File: src/core/tcp_pkg.sv
package tcp_pkg;

  // -------------------------------------------------------------------
  // register map (byte addresses, one word each)
  // -------------------------------------------------------------------
  localparam logic [7:0] TCP_OFF_CTRL  = 8'h00;
  localparam logic [7:0] TCP_OFF_MATCH = 8'h04;
  localparam logic [7:0] TCP_OFF_STAT  = 8'h08;
  localparam logic [7:0] TCP_OFF_COUNT = 8'h0c;

  // -------------------------------------------------------------------
  // control and status fields
  // -------------------------------------------------------------------
  localparam int TCP_CTRL_RUN_POS    = 0;
  localparam int TCP_CTRL_MODE_POS   = 1;
  localparam int TCP_CTRL_PRE_POS    = 4;
  localparam int TCP_CTRL_FFSET_POS  = 8;
  localparam int TCP_CTRL_FFVAL_POS  = 9;
  localparam int TCP_STAT_IRQ_POS    = 0;
  localparam int TCP_STAT_FF_POS     = 1;

  // -------------------------------------------------------------------
  // reset values and timing
  // -------------------------------------------------------------------
  localparam logic [7:0] TCP_MATCH_RST = 8'hff;
  localparam logic [3:0] TCP_PRE_RST   = 4'h0;
  localparam int         TCP_CLK_HZ    = 40000000;

  typedef enum logic [1:0] {
    TCP_MODE_TIMER,
    TCP_MODE_COUNTER,
    TCP_MODE_DIVIDER,
    TCP_MODE_PWM
  } tcp_mode_t;

  typedef struct packed {
    logic [7:0]  adr;
    logic [31:0] dat;
    logic [3:0]  sel;
    logic        we;
    logic        stb;
    logic        cyc;
  } tcp_wb_req_t;

  typedef struct packed {
    logic [31:0] dat;
    logic        ack;
  } tcp_wb_rsp_t;

endpackage

File: src/core/tcp_timer.sv
// How it works
// timer mode: counter steps on each tick of the internal prescaled clock
// counter mode: counter steps on rising edges of the external count pin
// timer/counter: match raises interrupt, clears counter, counting continues
// divider mode: each match toggles output flip-flop and clears counter
// divider pin shows inverse of flip-flop, a 50% square wave
// flip-flop resets to 0 and software may preset it
// divider mode: interrupt on every divider pin level change
// pwm mode: match toggles flip-flop, counter keeps running
// pwm mode: overflow toggles flip-flop again and restarts period
// pwm pin shows inverse of flip-flop
// pwm mode: interrupt on overflow only, never on match
// pwm match is double-buffered, new value taken at period end
// setting the run bit loads written match into the active stage
// counter and match are 8 bits, overflow is all-ones to zero
// counter holds while run bit is 0, counts while it is 1
//
// The Wishbone slave port and the register addresses were left to the implementer.
`timescale 1ns/10ps
`default_nettype none
module tcp_timer
  import tcp_pkg::*;
#(
  parameter int WIDTH = 8
) (
  // clock and reset
  input  wire logic                 clk,
  input  wire logic                 rst_b,
  // wishbone slave
  input  wire tcp_pkg::tcp_wb_req_t wb_req,
  output var tcp_pkg::tcp_wb_rsp_t  wb_rsp,
  // pins
  input  wire logic                 external_count_input,
  output logic                      divider_output_pin,
  output logic                      pwm_output_pin,
  output logic                      timer_irq
);
  import tcp_pkg::*;

  // -------------------------------------------------------------------
  // elaboration checks
  // -------------------------------------------------------------------
  if (WIDTH != 8) begin : g_bad_width
    $error("tcp_timer: only an 8-bit counter is supported");
  end

  // -------------------------------------------------------------------
  // state
  // -------------------------------------------------------------------
  tcp_mode_t   mode_q;
  logic        timer_run_bit_q;
  logic [3:0]  pre_sel_q;
  logic [7:0]  period_match_register_q;
  logic [7:0]  period_match_register_alias_q;
  logic [7:0]  count_q;
  logic        ff_q;
  logic        irq_flag_q;
  logic [15:0] pre_cnt_q;
  logic        ack_q;
  logic [31:0] rdat_q;
  logic        div_pin_q;
  logic        pwm_pin_q;
  logic        irq_q;

  logic        ext_rise;
  logic        tick;
  logic        step;
  logic        hit;
  logic        ovf;
  logic        wr_ctrl;
  logic        wr_match;
  logic        wr_stat;
  logic        acc;
  logic        wr_acc;
  logic        run_rise;
  logic        ff_toggle;
  logic        ff_preset;
  logic        ev_irq;

  tcp_pin_sync u_sync (
    .clk   (clk),
    .rst_b (rst_b),
    .pin   (external_count_input),
    .rise  (ext_rise)
  );

  // -------------------------------------------------------------------
  // bus decode
  // -------------------------------------------------------------------
  // one wait state: ack follows the request edge, then drops for a cycle
  // writes land on the edge where the master samples ack, never earlier
  assign acc      = wb_req.cyc && wb_req.stb && !ack_q;
  assign wr_acc   = wb_req.cyc && wb_req.stb && ack_q && wb_req.we && wb_req.sel[0];
  assign wr_ctrl  = wr_acc && (wb_req.adr == TCP_OFF_CTRL);
  assign wr_match = wr_acc && (wb_req.adr == TCP_OFF_MATCH);
  assign wr_stat  = wr_acc && (wb_req.adr == TCP_OFF_STAT);
  assign run_rise = wr_ctrl && wb_req.dat[TCP_CTRL_RUN_POS] && !timer_run_bit_q;
  assign ff_preset = wr_ctrl && wb_req.sel[1] && wb_req.dat[TCP_CTRL_FFSET_POS];

  always_ff @(posedge clk or negedge rst_b) begin
    if (!rst_b) begin
      ack_q <= 1'b0;
    end else begin
      ack_q <= acc;
    end
  end

  always_ff @(posedge clk or negedge rst_b) begin
    if (!rst_b) begin
      rdat_q <= 32'h0;
    end else if (acc) begin
      unique case (wb_req.adr)
        TCP_OFF_CTRL:  rdat_q <= {24'h0, pre_sel_q, 1'b0, mode_q, timer_run_bit_q};
        TCP_OFF_MATCH: rdat_q <= {24'h0, period_match_register_q};
        TCP_OFF_STAT:  rdat_q <= {30'h0, ff_q, irq_flag_q};
        TCP_OFF_COUNT: rdat_q <= {24'h0, count_q};
        default:       rdat_q <= 32'h0;
      endcase
    end
  end

  assign wb_rsp = '{dat: rdat_q, ack: ack_q};

  // -------------------------------------------------------------------
  // control registers
  // -------------------------------------------------------------------
  always_ff @(posedge clk or negedge rst_b) begin
    if (!rst_b) begin
      timer_run_bit_q <= 1'b0;
      mode_q          <= TCP_MODE_TIMER;
      pre_sel_q       <= TCP_PRE_RST;
    end else if (wr_ctrl) begin
      timer_run_bit_q <= wb_req.dat[TCP_CTRL_RUN_POS];
      mode_q          <= tcp_mode_t'(wb_req.dat[TCP_CTRL_MODE_POS +: 2]);
      pre_sel_q       <= wb_req.dat[TCP_CTRL_PRE_POS +: 4];
    end
  end

  // software-written stage
  always_ff @(posedge clk or negedge rst_b) begin
    if (!rst_b) begin
      period_match_register_q <= TCP_MATCH_RST;
    end else if (wr_match) begin
      period_match_register_q <= wb_req.dat[7:0];
    end
  end

  // active stage: outside pwm it tracks writes directly; in pwm it
  // only moves at period end or when the run bit is set, so duty changes never glitch
  always_ff @(posedge clk or negedge rst_b) begin
    if (!rst_b) begin
      period_match_register_alias_q <= TCP_MATCH_RST;
    end else if (run_rise) begin
      period_match_register_alias_q <= period_match_register_q;
    end else if (mode_q == TCP_MODE_PWM) begin
      if (step && ovf) begin
        period_match_register_alias_q <= period_match_register_q;
      end
    end else begin
      period_match_register_alias_q <= period_match_register_q;
    end
  end

  // -------------------------------------------------------------------
  // prescaler: tick every 2^pre_sel cycles
  // -------------------------------------------------------------------
  always_ff @(posedge clk or negedge rst_b) begin
    if (!rst_b) begin
      pre_cnt_q <= 16'h0;
    end else if (!timer_run_bit_q) begin
      pre_cnt_q <= 16'h0;
    end else begin
      pre_cnt_q <= pre_cnt_q + 16'h1;
    end
  end

  always_comb begin
    tick = 1'b0;
    if (pre_sel_q == 4'h0) begin
      tick = 1'b1;
    end else begin
      tick = (pre_cnt_q & ((16'h1 << pre_sel_q) - 16'h1)) == 16'h0;
    end
  end

  // -------------------------------------------------------------------
  // counter
  // -------------------------------------------------------------------
  assign step = timer_run_bit_q && ((mode_q == TCP_MODE_COUNTER) ? ext_rise : tick);
  assign hit  = (count_q == period_match_register_alias_q);
  assign ovf  = (count_q == 8'hff);

  always_ff @(posedge clk or negedge rst_b) begin
    if (!rst_b) begin
      count_q <= 8'h0;
    end else if (step) begin
      unique case (mode_q)
        TCP_MODE_TIMER, TCP_MODE_COUNTER, TCP_MODE_DIVIDER: begin
          count_q <= hit ? 8'h0 : count_q + 8'h1;
        end
        TCP_MODE_PWM: begin
          count_q <= count_q + 8'h1;
        end
      endcase
    end
  end

  // -------------------------------------------------------------------
  // output flip-flop
  // -------------------------------------------------------------------
  always_comb begin
    ff_toggle = 1'b0;
    if (step && mode_q == TCP_MODE_DIVIDER) begin
      ff_toggle = hit;
    end else if (step && mode_q == TCP_MODE_PWM) begin
      // match at all-ones coincides with overflow: both toggles cancel
      ff_toggle = hit ^ ovf;
    end
  end

  always_ff @(posedge clk or negedge rst_b) begin
    if (!rst_b) begin
      ff_q <= 1'b0;
    end else if (ff_preset) begin
      ff_q <= wb_req.dat[TCP_CTRL_FFVAL_POS];
    end else if (ff_toggle) begin
      ff_q <= ~ff_q;
    end
  end

  // -------------------------------------------------------------------
  // interrupt flag, write one to clear, set wins
  // -------------------------------------------------------------------
  always_comb begin
    ev_irq = 1'b0;
    if (step) begin
      unique case (mode_q)
        TCP_MODE_TIMER, TCP_MODE_COUNTER: ev_irq = hit;
        TCP_MODE_DIVIDER:                 ev_irq = hit;
        TCP_MODE_PWM:                     ev_irq = ovf;
      endcase
    end
  end

  always_ff @(posedge clk or negedge rst_b) begin
    if (!rst_b) begin
      irq_flag_q <= 1'b0;
    end else if (ev_irq) begin
      irq_flag_q <= 1'b1;
    end else if (wr_stat && wb_req.dat[TCP_STAT_IRQ_POS]) begin
      irq_flag_q <= 1'b0;
    end
  end

  // -------------------------------------------------------------------
  // registered pins
  // -------------------------------------------------------------------
  always_ff @(posedge clk or negedge rst_b) begin
    if (!rst_b) begin
      div_pin_q <= 1'b1;
      pwm_pin_q <= 1'b1;
      irq_q     <= 1'b0;
    end else begin
      div_pin_q <= ~ff_q;
      pwm_pin_q <= ~ff_q;
      irq_q     <= irq_flag_q;
    end
  end

  assign divider_output_pin = div_pin_q;
  assign pwm_output_pin     = pwm_pin_q;
  assign timer_irq          = irq_q;
endmodule
`default_nettype wire

File: src/core/tcp_pin_sync.sv
`timescale 1ns/10ps
`default_nettype none
module tcp_pin_sync (
  // clock and reset
  input  wire logic clk,
  input  wire logic rst_b,
  // pin and result
  input  wire logic pin,
  output logic      rise
);

  logic [2:0] sync_q;
  logic       level_q;

  // stage 0 only feeds stage 1; a change counts once stages 1 and 2 agree
  always_ff @(posedge clk or negedge rst_b) begin
    if (!rst_b) begin
      sync_q <= 3'h0;
    end else begin
      sync_q <= {sync_q[1:0], pin};
    end
  end

  always_ff @(posedge clk or negedge rst_b) begin
    if (!rst_b) begin
      level_q <= 1'b0;
    end else if (sync_q[1] == sync_q[2]) begin
      level_q <= sync_q[2];
    end
  end

  assign rise = (sync_q[1] == sync_q[2]) && sync_q[2] && !level_q;

endmodule
`default_nettype wire

File: config.mk
export PLATFORM = sky130hd
export DESIGN_NAME = tcp_timer
export DESIGN_NICKNAME = d
export VERILOG_FILES = /design/src/core/tcp_pkg.sv /design/src/core/tcp_timer.sv /design/src/core/tcp_pin_sync.sv
export SDC_FILE = /design/constraint.sdc
export NUM_CORES = 1
export LEC_CHECK = 0
export BUFFER_PORTS_ARGS = -buffer_cell sky130_fd_sc_hd__buf_2
export CORE_UTILIZATION = 45
export CTS_BUF_LIST = sky130_fd_sc_hd__clkbuf_4 sky130_fd_sc_hd__clkbuf_8
export DETAILED_ROUTE_END_ITERATION = 10
export PLACE_DENSITY = 0.77
export SKIP_LAST_GASP = 1
export SYNTH_ARGS = -nofsm -noshare
export SYNTH_HDL_FRONTEND = slang
export SYNTH_HIERARCHICAL = 1
export SYNTH_SLANG_ARGS = --single-unit
File: constraint.sdc
create_clock -name clk -period 3.1 [get_ports clk]
set_input_delay 0.93 -clock clk [delete_from_list [all_inputs] [get_ports clk]]
set_output_delay 0.93 -clock clk [all_outputs]
set_load 0.1 [all_outputs]
### Word-level counts from Yosys, hierarchy flattened

Index checks and enable logic that the tools add are counted.

| operators by class | value |
|---|---|
| add/subtract/negate cells | 3 |
| equality and inequality tests | 10 |
| shifts and indexed selects | 1 |
| muxes and demuxes | 17 |
| bitwise logic cells | 3 |
| reductions and logical operators | 29 |

Operators with widths:

| cell | number |
|---|---|
| $mux 8 | 4 |
| $pmux 8 s4 | 1 |
| $logic_and 1x1->1 | 19 |
| $add 16x1->16 const B | 1 |
| $and 16x16->16 | 1 |
| $eq 8x4->1 const B | 2 |
| $logic_not 16->1 | 1 |
| $mux 16 | 1 |
| $pmux 8 s2 | 1 |
| $shl 1x4->16 const A | 1 |
| $sub 16x1->16 const B | 1 |
| $mux 1 | 9 |
| $add 8x1->8 const B | 1 |
| $eq 8x3->1 const B | 1 |
| $eq 8x8->1 | 1 |
| $eq 8x8->1 const B | 1 |
| $logic_not 8->1 | 1 |
| $eq 2x2->1 const B | 2 |
| $logic_not 4->1 | 1 |
| $reduce_bool 2->1 | 2 |
| $logic_not 1->1 | 3 |
| $ne 3x2->1 const B | 1 |
| $reduce_or 3->1 | 1 |
| $eq 2x1->1 const B | 1 |
| other kinds (5) | 5 |

| word-level totals | value |
|---|---|
| register bits after elaboration | 88 |
| input port bits | 50 |
| output and inout port bits | 36 |
| word-level logic and storage cells | 78 |

### Depth between registers and ports, before layout

Gate-level depths: netlist (run 1).

| depth | value |
|---|---|
| depth after elaboration | 12 |
| mapped depth | 15 |
| gate-level depth less buffers | 10 |

### Cells and area by module

Netlist (run 1), hierarchy kept.

By module, submodules not included:

| module | times used | cells each | area each (µm²) | sequential area each (µm²) |
|---|---|---|---|---|
| tcp_timer | 1 | 353 | 3492.1 | 1497.7 |
| tcp_pin_sync | 1 | 7 | 133.9 | 100.1 |

### Worst setup path after synthesis (run 1)

Ideal clock, no wire load.

| path | value |
|---|---|
| kind | reg-to-reg |
| start | register pre_sel_q[2] |
| end | register period_match_register_alias_q[0] |
| setup time | 0.082 ns |
| data arrival time | 3.061 ns |
| required time | 3.018 ns |
| path slack | -0.044 ns |
| cell stages (with the launch flop) | 15 |
| buffers on the path | 5 |
| period minus slack after synthesis | 3.144 ns |
| path through | dfrtp_1 buf_6 or4_4 ha_1 buf_2 clkbuf_1 nor3_1 nand3_1 a32oi_1 nor4_4 a21oi_2 buf_6 o21a_1 buf_6 mux2_4 |

| between the ends | value |
|---|---|
| word-level cells in the longest chain between the ends | 9 |
| elaborated cells between the ends (all ways) | 10 |
| those cells by class | add/sub: 1; eq/ne: 1; shift: 1; mux: 2; bitwise: 1; reduce/logical: 4 |

RTL lines:

| element | line | text |
|---|---|---|
| start, declared | tcp_timer.sv:52 | `logic [3:0] pre_sel_q;` |
| start signal, assigned | tcp_timer.sv:135 | `pre_sel_q <= wb_req.dat[TCP_CTRL_PRE_POS +: 4];` |
| $shl 1x4->16 | tcp_timer.sv:182 | `tick = (pre_cnt_q & ((16'h1 << pre_sel_q) - 16'h1)) == 16'h0;` |
| $sub 16x1->16 | tcp_timer.sv:182 |  |
| $and 16x16->16 | tcp_timer.sv:182 |  |
| $logic_not 16->1 | tcp_timer.sv:182 |  |
| $mux 1 (*) | tcp_timer.sv:179 | `if (pre_sel_q == 4'h0) begin` |
| $mux 1 (*) | tcp_timer.sv:189 | `assign step = timer_run_bit_q && ((mode_q == TCP_MODE_COUNTER) ? ext_rise : tick);` |
| $logic_and 1x1->1 (*) | tcp_timer.sv:189 |  |
| $logic_and 1x1->1 (*) | tcp_timer.sv:156 | `if (step && ovf) begin` |
| $ne 3x2->1 (no line) (*) | -- |  |
| end signal, assigned | tcp_timer.sv:154 | `period_match_register_alias_q <= period_match_register_q;` |
| end signal, assigned | tcp_timer.sv:157 | `period_match_register_alias_q <= period_match_register_q;` |
| end signal, assigned | tcp_timer.sv:160 | `period_match_register_alias_q <= period_match_register_q;` |
| end, declared | tcp_timer.sv:54 | `logic [7:0] period_match_register_alias_q;` |

Every way passes the cells marked *; elsewhere a longest branch is shown, timed or not.
A chain may end at the register's enable or synchronous reset.

### Final worst setup path (run 1)

| path | value |
|---|---|
| start | register pre_sel_q[2] |
| end | register period_match_register_alias_q[5] |

Same word-level chain as after synthesis.

==> results of run 1 <==
==> sequential cells by signal, summed over array words and instances, names as in the netlist <==
| signal | count |
|---|---|
| u_sync/level_q | 1 |
| pre_cnt_q | 15 |
| count_q | 8 |
| irq_flag_q | 1 |
| mode_q | 2 |
| period_match_register_alias_q | 8 |
| timer_irq | 1 |
| rdat_q | 8 |
| u_sync/sync_q | 3 |
| pwm_output_pin | 1 |
| ack_q | 1 |
| timer_run_bit_q | 1 |
| ff_q | 1 |
| period_match_register_q | 8 |
| pre_sel_q | 4 |
==> cells in the final DEF (no fill, tap or decap), types with 4 or more instances in the layout <==
cell,netlist,layout
and3_1,8,8
nand2_1,32,32
mux2_2,17,17
clkbuf_8,0,11
nor2_1,19,19
xnor2_1,8,8
o21ai_0,28,28
a31oi_1,7,7
xor2_1,13,13
nand3_1,14,14
buf_2,4,37
dfrtp_1,46,46
inv_1,8,8
o31ai_1,8,8
a22oi_1,5,5
conb_1,1,24
a21oi_1,12,12
nand2b_1,8,8
nand4_1,4,4
buf_4,26,17
mux2_4,9,9
and2_1,4,4
dfstp_2,17,17
==> cell families (layout without fill, tap and decap cells) <==
group | count (synthesis) | in the layout | synth area share [%]
buffers and inverters | 55 | 79 | 9.35
DFF | 63 | 63 | 44.1
other | 1 | 24 | 0.103
AOI/OAI and AO/OA | 76 | 76 | 13.3
muxes | 29 | 29 | 10.5
and+or+nand+nor | 111 | 111 | 16.2
adders and majority gates | 4 | 4 | 1.38
xor gates and xnor gates | 21 | 21 | 5.07
==> layout make-up <==
cell class	instances	area, sq um	area share [%]
multi-input cells	265	1810	44.0
flip-flops and latches	63	1600	38.8
repair buffers	54	313	7.61
clock buffers	13	166	4.05
well taps	102	128	3.10
clock inverters	3	65.1	1.58
inverters	9	33.8	0.821
==> power groups by stage <==
stage | clock (mW) | combinational, mW | sequential, mW
2_1_floorplan | 0 | 0.346 | 0.934
3_3_place_gp | 0 | 0.365 | 0.965
3_5_place_dp | 0 | 0.375 | 0.969
4_1_cts | 0.835 | 0.377 | 0.955
5_1_grt | 0.880 | 0.412 | 0.968
6_report | 0.832 | 0.378 | 0.958
==> metrics by stage <==
step           setup WS, ns  hold WS, ns
2_1_floorplan       0.00106        0.331
3_3_place_gp          0.109        0.342
3_5_place_dp         0.0536        0.337
4_1_cts              0.0229        0.363
5_1_grt             -0.0217        0.380
6_report              0.116        0.356
==> worst min path at each step <==
| stage | from | to | slack (ns) |
|---|---|---|---|
| after global placement | u_sync/sync_q[0] | u_sync/sync_q[1] | 0.34 |
| after CTS | u_sync/sync_q[0] | u_sync/sync_q[1] | 0.36 |
| after global routing | u_sync/sync_q[0] | u_sync/sync_q[1] | 0.38 |
| after floorplan | u_sync/sync_q[0] | u_sync/sync_q[1] | 0.33 |
| after detailed placement | u_sync/sync_q[0] | u_sync/sync_q[1] | 0.34 |
| final | u_sync/sync_q[0] | u_sync/sync_q[1] | 0.36 |
==> layer usage <==
| layer | routed length (um) | vias to the layer above |
|---|---|---|
| met5 | 12 | - |
| met4 | 121 | 2 |
| met3 | 395 | 11 |
| met2 | 3770 | 92 |
| met1 | 3380 | 1353 |
| li1 | - | 1311 |
==> impl_results.html, run 1 <==
<table>
<tr><th>Metric</th><th>Value</th></tr>
<tr><th colspan="2">GRT</th></tr>
<tr><td>Vias in the first global route</td><td>2677</td></tr>
<tr><td>Layer carrying the most global-route usage</td><td>met2</td></tr>
<tr><td>Overflow after GRT</td><td>0</td></tr>
<tr><td>GR met3 Demand/Resource</td><td>3.65%</td></tr>
<tr><td>Aggregate global-route resource usage</td><td>19.7%</td></tr>
<tr><td>Met1 GRT Util</td><td>26.0%</td></tr>
<tr><td>Antenna violations before repair</td><td>1</td></tr>
<tr><td>Maximum number of pins on one net before global-route repair</td><td>28</td></tr>
<tr><td>Wire length of the first global-routing pass</td><td>12900 um</td></tr>
<tr><td>Met2 usage in global routing</td><td>31.2%</td></tr>
<tr><th colspan="2">Route</th></tr>
<tr><td>Remaining antenna violation count after routing</td><td>0</td></tr>
<tr><td>Per-cell routed wire length</td><td>15.1 um</td></tr>
<tr><td>Number of iterations in the first detailed-routing pass</td><td>4</td></tr>
<tr><td>Routed via count divided by cell count</td><td>5.44</td></tr>
<tr><td>Aggregate routed wire length</td><td>7680 um</td></tr>
<tr><td>Residual DRC count</td><td>0</td></tr>
<tr><td>First DRT Iteration DRCs</td><td>125</td></tr>
<tr><td>Routed via count</td><td>2769</td></tr>
<tr><th colspan="2">Worst setup path</th></tr>
<tr><td>Endpoint of the worst register-to-register path</td><td>period_match_register_alias_q[5]</td></tr>
<tr><td>Setup slack, reg-to-reg</td><td>0.12 ns</td></tr>
<tr><td>Endpoint type of the worst setup path</td><td>register</td></tr>
<tr><td>Crit Path Max Fanout</td><td>7</td></tr>
<tr><td>Setup Crit Path Kind</td><td>register to register</td></tr>
<tr><td>Critical Path Slowest Stage Cell</td><td>or4_4</td></tr>
<tr><td>Startpoint class of the critical path</td><td>register</td></tr>
<tr><td>Stage delay of the slowest cell on the critical path</td><td>0.57 ns</td></tr>
<tr><td>Source of the critical timing path</td><td>pre_sel_q[2]</td></tr>
<tr><td>Critical Path, Cell by Cell</td><td>or4_4 -&gt; ha_2 -&gt; or4_1 -&gt; a21oi_1 -&gt; nor4b_2 -&gt; and3_1 -&gt; a21oi_4 -&gt; o21a_1 -&gt; buf_4 -&gt; mux2_4</td></tr>
<tr><td>Worst path required time</td><td>3.36 ns</td></tr>
<tr><td>Cell family with most CP delay</td><td>simple AND/OR/NAND/NOR gates</td></tr>
<tr><td>Critical register-to-register path startpoint</td><td>pre_sel_q[2]</td></tr>
<tr><td>Capture point of the worst path</td><td>period_match_register_alias_q[5]</td></tr>
<tr><td>Total stage count of the critical path</td><td>10</td></tr>
<tr><td>Combined buffer and inverter count along the critical path</td><td>1</td></tr>
<tr><td>Number of cells on the worst reg-to-reg path</td><td>10</td></tr>
<tr><td>Arrival time worst endpoint</td><td>3.24 ns</td></tr>
<tr><th colspan="2">Finish</th></tr>
<tr><td>Final net count</td><td>456</td></tr>
<tr><td>Post-Layout Cell Count</td><td>509</td></tr>
<tr><td>Proportion of layout cells with a drive suffix above 1</td><td>31.4%</td></tr>
<tr><td>Fillcell total</td><td>685</td></tr>
<tr><td>Post-Route Utilization</td><td>52.9%</td></tr>
<tr><td>Total non-filler cell area in the finished layout</td><td>0.00411 sq mm</td></tr>
<tr><td>N_diodes</td><td>0</td></tr>
<tr><td>Area growth syn-to-layout</td><td>13.4%</td></tr>
<tr><th colspan="2">Synthesis</th></tr>
<tr><td>Synth top area cells</td><td>dfrtp_1 32%, dfstp_2 12%, buf_4 5.4%, mux2_2 5.3%, o21ai_0 3.9%</td></tr>
<tr><td>Mean post-synth cell area</td><td>10.1 sq um</td></tr>
<tr><td>Post-synthesis instance total</td><td>360</td></tr>
<tr><td>Synth Register Bits</td><td>63</td></tr>
<tr><td>Biggest area consumer among synthesized cells</td><td>dfrtp_1</td></tr>
<tr><td>Top post-synthesis cells by count</td><td>46 x dfrtp_1, 32 x nand2_1, 28 x o21ai_0</td></tr>
<tr><td>Fraction of registers with async set/reset</td><td>100%</td></tr>
<tr><td>Top flip-flop cell by instance count after synthesis</td><td>dfrtp_1</td></tr>
<tr><td>Number of synthesized flops with an enable pin</td><td>0</td></tr>
<tr><td>Number of synthesis warnings</td><td>6</td></tr>
<tr><td>Count leader, synth</td><td>dfrtp_1</td></tr>
<tr><td>Proportion of synthesized chip area in sequential cells</td><td>44.1%</td></tr>
<tr><td>Share of the synthesized area in the top cell type</td><td>31.7%</td></tr>
<tr><td>Distinct cell type count after synthesis</td><td>53</td></tr>
<tr><td>Combined area of all synthesized cells</td><td>0.00363 sq mm</td></tr>
<tr><th colspan="2">Flow run</th></tr>
<tr><td>Max Cap Violations</td><td>0</td></tr>
<tr><th colspan="2">CTS</th></tr>
<tr><td>Root Buffer</td><td>clkbuf_8</td></tr>
<tr><td>Number of gates resized after cts</td><td>0</td></tr>
<tr><td>TritonCTS clock tree</td><td>yes</td></tr>
<tr><td>Number of buffers inserted for hold repair after clock tree synthesis</td><td>0</td></tr>
<tr><td>Clock tree buffer depth</td><td>2</td></tr>
<tr><td>Worst-Skew Late Latency</td><td>0.33 ns</td></tr>
<tr><td>H-tree Lvls</td><td>3</td></tr>
<tr><td>Worst-path clk slew</td><td>0.07 ns</td></tr>
<tr><td>Setup Fix Bufs, Post-CTS</td><td>0</td></tr>
<tr><td>Cts bufs inserted</td><td>9</td></tr>
<tr><td># clock sinks</td><td>63</td></tr>
<tr><th colspan="2">Die</th></tr>
<tr><td>Number of cell rows</td><td>32</td></tr>
<tr><td>Die Y-Extent</td><td>91.8 um</td></tr>
<tr><td>Starting utilization of the core area</td><td>46.7%</td></tr>
<tr><td>Core box area</td><td>0.00777 sq mm</td></tr>
<tr><td>Die footprint</td><td>0.00842 sq mm</td></tr>
<tr><td>Die X-Extent</td><td>91.8 um</td></tr>
<tr><td>Io pins</td><td>86</td></tr>
<tr><th colspan="2">STA</th></tr>
<tr><td>Max Slew Vio Count</td><td>0</td></tr>
<tr><td>Peak clock frequency supported by timing</td><td>0.335 GHz</td></tr>
<tr><td>Setup violation total in the final timing report</td><td>0</td></tr>
<tr><td>Post-route clock skew</td><td>0.00797 ns</td></tr>
<tr><td>Final hold violation count</td><td>0</td></tr>
<tr><td>Worst-margin pin slew</td><td>0.628 ns</td></tr>
<tr><td>Fraction of the cycle the final worst path needs</td><td>96.3%</td></tr>
<tr><td>RSZ-0062 raised after global routing</td><td>yes</td></tr>
<tr><td>Post-route setup TNS</td><td>0 ns</td></tr>
<tr><td>Relative slew margins</td><td>58.1%</td></tr>
<tr><td>Shortest clock period the worst path allows after layout</td><td>2.98 ns</td></tr>
<tr><th colspan="2">Place</th></tr>
<tr><td>Cell area reported after detailed placement</td><td>0.00385 sq mm</td></tr>
<tr><td>Final GP Congestion</td><td>0.849</td></tr>
<tr><td>Placed insts</td><td>493</td></tr>
<tr><td>Total half-perimeter wirelength after legalization and detailed placement</td><td>5490 um</td></tr>
<tr><td>Number of port buffers</td><td>37</td></tr>
<tr><th colspan="2">Pwr</th></tr>
<tr><td>Power density over the cells</td><td>527 mW/mm^2</td></tr>
<tr><td>Total chip power</td><td>2.17 mW</td></tr>
<tr><td>Net switching power figure</td><td>0.669 mW</td></tr>
<tr><td>Internal power</td><td>1.50 mW</td></tr>
<tr><td>Part of the total power dissipated in sequential elements</td><td>44.2%</td></tr>
<tr><td>Clock power frac</td><td>38.4%</td></tr>
<tr><td>Maximum resistive drop on vdd</td><td>0.176 mV</td></tr>
<tr><td>Leakage power</td><td>1.87 nW</td></tr>
<tr><td>Combinational group share of total power</td><td>17.4%</td></tr>
<tr><td>Share of total power consumed by net switching</td><td>30.9%</td></tr>
<tr><th colspan="2">Run status</th></tr>
<tr><td>Outcome</td><td>complete, no violations</td></tr>
<tr><th colspan="2">Min path</th></tr>
<tr><td>Worst min-delay path category</td><td>register to register</td></tr>
<tr><td>Hold-critical path depth</td><td>0</td></tr>
</table>
Note: power is estimated with default switching activity, not from simulation.
==> inputs of run 2 (changes only) <==
clock period = 2.6 ns   (was 3.1 ns; I/O delays follow)
==> impl_results.html, run 2 (synthesis results as in run 1) <==
<table>
<tr><th>Metric</th><th>Value</th></tr>
<tr><th colspan="2">Worst setup path</th></tr>
<tr><td>Arrival time worst endpoint</td><td>3.22 ns</td></tr>
<tr><td>Worst path required time</td><td>2.88 ns</td></tr>
<tr><td>Setup Crit Path Kind</td><td>register to register</td></tr>
<tr><td>Startpoint class of the critical path</td><td>register</td></tr>
<tr><td>Crit Path Max Fanout</td><td>7</td></tr>
<tr><td>Endpoint type of the worst setup path</td><td>register</td></tr>
<tr><th colspan="2">CTS</th></tr>
<tr><td>Worst-path clk slew</td><td>0.07 ns</td></tr>
<tr><td>Number of buffers inserted for hold repair after clock tree synthesis</td><td>0</td></tr>
<tr><td>Cts bufs inserted</td><td>9</td></tr>
<tr><td>Root Buffer</td><td>clkbuf_8</td></tr>
<tr><td>Worst-Skew Late Latency</td><td>0.35 ns</td></tr>
<tr><td>Clock tree buffer depth</td><td>2</td></tr>
<tr><td>TritonCTS clock tree</td><td>yes</td></tr>
<tr><td>H-tree Lvls</td><td>3</td></tr>
<tr><td># clock sinks</td><td>63</td></tr>
<tr><th colspan="2">STA</th></tr>
<tr><td>Post-route clock skew</td><td>0.00616 ns</td></tr>
<tr><td>Peak clock frequency supported by timing</td><td>0.340 GHz</td></tr>
<tr><td>Fraction of the cycle the final worst path needs</td><td>113%</td></tr>
<tr><td>RSZ-0062 raised after global routing</td><td>yes</td></tr>
<tr><td>Relative slew margins</td><td>47.7%</td></tr>
<tr><td>Minimum setup slack in the final design</td><td>-0.339 ns</td></tr>
<tr><td>Final hold violation count</td><td>0</td></tr>
<tr><td>Post-route setup TNS</td><td>-5.40 ns</td></tr>
<tr><td>Shortest clock period the worst path allows after layout</td><td>2.94 ns</td></tr>
<tr><td>Max Slew Vio Count</td><td>0</td></tr>
<tr><td>Worst-margin pin slew</td><td>0.784 ns</td></tr>
<tr><td>Setup violation total in the final timing report</td><td>18</td></tr>
<tr><th colspan="2">Route</th></tr>
<tr><td>Number of iterations in the first detailed-routing pass</td><td>5</td></tr>
<tr><td>Routed via count divided by cell count</td><td>5.56</td></tr>
<tr><td>First DRT Iteration DRCs</td><td>196</td></tr>
<tr><td>Remaining antenna violation count after routing</td><td>0</td></tr>
<tr><td>Routed via count</td><td>2904</td></tr>
<tr><td>Residual DRC count</td><td>0</td></tr>
<tr><td>Aggregate routed wire length</td><td>8530 um</td></tr>
<tr><td>Per-cell routed wire length</td><td>16.3 um</td></tr>
<tr><th colspan="2">Place</th></tr>
<tr><td>Final GP Congestion</td><td>0.858</td></tr>
<tr><td>Total half-perimeter wirelength after legalization and detailed placement</td><td>5720 um</td></tr>
<tr><td>Placed insts</td><td>500</td></tr>
<tr><td>Worst setup slack before clock tree synthesis</td><td>-0.325 ns</td></tr>
<tr><td>Cell area reported after detailed placement</td><td>0.00395 sq mm</td></tr>
<tr><td>Number of port buffers</td><td>37</td></tr>
<tr><th colspan="2">Pwr</th></tr>
<tr><td>Leakage power</td><td>1.97 nW</td></tr>
<tr><td>Net switching power figure</td><td>0.846 mW</td></tr>
<tr><td>Part of the total power dissipated in sequential elements</td><td>43.7%</td></tr>
<tr><td>Power density over the cells</td><td>579 mW/mm^2</td></tr>
<tr><td>Combinational group share of total power</td><td>19.4%</td></tr>
<tr><td>Share of total power consumed by net switching</td><td>32.9%</td></tr>
<tr><td>Internal power</td><td>1.72 mW</td></tr>
<tr><td>Maximum resistive drop on vdd</td><td>0.247 mV</td></tr>
<tr><td>Clock power frac</td><td>37.0%</td></tr>
<tr><th colspan="2">Min path</th></tr>
<tr><td>Worst min-delay path category</td><td>register to register</td></tr>
<tr><th colspan="2">Die</th></tr>
<tr><td>Io pins</td><td>86</td></tr>
<tr><td>Core box area</td><td>0.00777 sq mm</td></tr>
<tr><td>Die X-Extent</td><td>91.8 um</td></tr>
<tr><td>Number of cell rows</td><td>32</td></tr>
<tr><td>Starting utilization of the core area</td><td>46.7%</td></tr>
<tr><td>Die Y-Extent</td><td>91.8 um</td></tr>
<tr><td>Die footprint</td><td>0.00842 sq mm</td></tr>
<tr><th colspan="2">Finish</th></tr>
<tr><td>Post-Layout Cell Count</td><td>522</td></tr>
<tr><td>N_diodes</td><td>0</td></tr>
<tr><td>Total non-filler cell area in the finished layout</td><td>0.00444 sq mm</td></tr>
<tr><td>Area growth syn-to-layout</td><td>22.5%</td></tr>
<tr><td>Max FFs per register</td><td>15</td></tr>
<tr><td>Most frequent cells in the layout</td><td>46 x dfrtp_1, 37 x buf_2, 32 x nand2_1, 24 x conb_1, 24 x buf_4</td></tr>
<tr><td>Reg with most FFs</td><td>pre_cnt_q</td></tr>
<tr><td>Most common cell after layout, fill and taps aside</td><td>dfrtp_1</td></tr>
<tr><td>Final net count</td><td>469</td></tr>
<tr><td>Post-Route Utilization</td><td>57.2%</td></tr>
<tr><td>Proportion of layout cells with a drive suffix above 1</td><td>39.8%</td></tr>
<tr><th colspan="2">GRT</th></tr>
<tr><td>Aggregate global-route resource usage</td><td>20.7%</td></tr>
<tr><td>Overflow after GRT</td><td>0</td></tr>
<tr><td>Wire length of the first global-routing pass</td><td>13400 um</td></tr>
<tr><td>Maximum number of pins on one net before global-route repair</td><td>28</td></tr>
<tr><td>Antenna violations before repair</td><td>0</td></tr>
<tr><td>Vias in the first global route</td><td>2795</td></tr>
<tr><th colspan="2">Flow run</th></tr>
<tr><td>Max Cap Violations</td><td>0</td></tr>
<tr><th colspan="2">Run status</th></tr>
<tr><td>Outcome</td><td>complete, but fails checks</td></tr>
<tr><td>Violated checks</td><td>negative setup slack</td></tr>
</table>
==> run 2: cell count changes in the layout (fill, tap and decap cells not counted), moves of 3 or more <==
| cell | delta |
|---|---|
| buf_4 | +7 |
| o31ai_1 | -7 |
| o21ai_2 | +8 |
| o21ai_0 | -8 |
| o31ai_4 | +6 |
| buf_6 | +3 |
| clkinvlp_4 | +3 |
==> run 2: final timing paths <==
kind | start | to | slack (ns) | depth (start not counted)
worst max-delay path | pre_sel_q[3] | period_match_register_alias_q[3] | -0.34 | 11
worst min-delay path | u_sync/sync_q[0] | u_sync/sync_q[1] | 0.35 | 0
worst max register to register | pre_sel_q[3] | period_match_register_alias_q[3] | -0.34 | 11
worst min register to register | u_sync/sync_q[0] | u_sync/sync_q[1] | 0.35 | 0
max in group asynchronous | rst_b | period_match_register_q[4] | 1.50 | 2
min in group asynchronous | rst_b | pre_cnt_q[12] | 0.45 | 1
==> run 2: routing by layer <==
| layer | global-route usage, % | share of wire (%) | up-vias |
|---|---|---|---|
| li1 | - | - | 1341 |
| met2 | 32.8 | 49 | 134 |
| met5 | 0 | 0 | - |
| met1 | 26.3 | 41 | 1414 |
| met4 | 10.5 | 2.3 | 0 |
| met3 | 4.98 | 7.5 | 15 |
==> run 2: area by class of cell <==
type                            instances  area (sq um)
Tap cell                              102           128
Clock inverter                          7          96.3
Inverter                                9          33.8
Fill cell                             608          3330
Multi-Input combinational cell        265          2000
Clock buffer                            9           124
Sequential cell                        63          1600
Timing Repair Buffer                   67           459
==> run 2: critical path: stages (launching register included) <==
cell	delay (ns)
dfrtp_1	0.38
or4_4	0.57
ha_4	0.21
buf_6	0.13
o211ai_1	0.09
a21oi_1	0.10
nor4b_2	0.37
and3_4	0.28
a21oi_4	0.07
o21a_1	0.23
buf_6	0.15
mux2_4	0.30
==> run 2: what timing repair did <==
action                                  4_1_cts  5_1_grt
pin swaps                                    17       12
cloned                                        0        1
buffers inserted                              3        3
gates resized for setup                      23       23
endpoints found under the setup margin       18       18
==> run 2: through the flow <==
| step | hold slack [ns] | power (mW) |
|---|---|---|
| after floorplan | 0.331 | 1.53 |
| after global placement | 0.334 | 1.60 |
| after detailed placement | 0.338 | 1.62 |
| after CTS | 0.354 | 2.57 |
| after global routing | 0.375 | 2.69 |
| final | 0.352 | 2.57 |
==> run 2: power by group through the flow <==
stage,combinational (mW),clock (mW),sequential (mW)
final,0.498,0.951,1.12
after CTS,0.487,0.966,1.12
after detailed placement,0.482,0,1.13
after floorplan,0.412,0,1.11
after global routing,0.549,1.01,1.13
after global placement,0.473,0,1.13
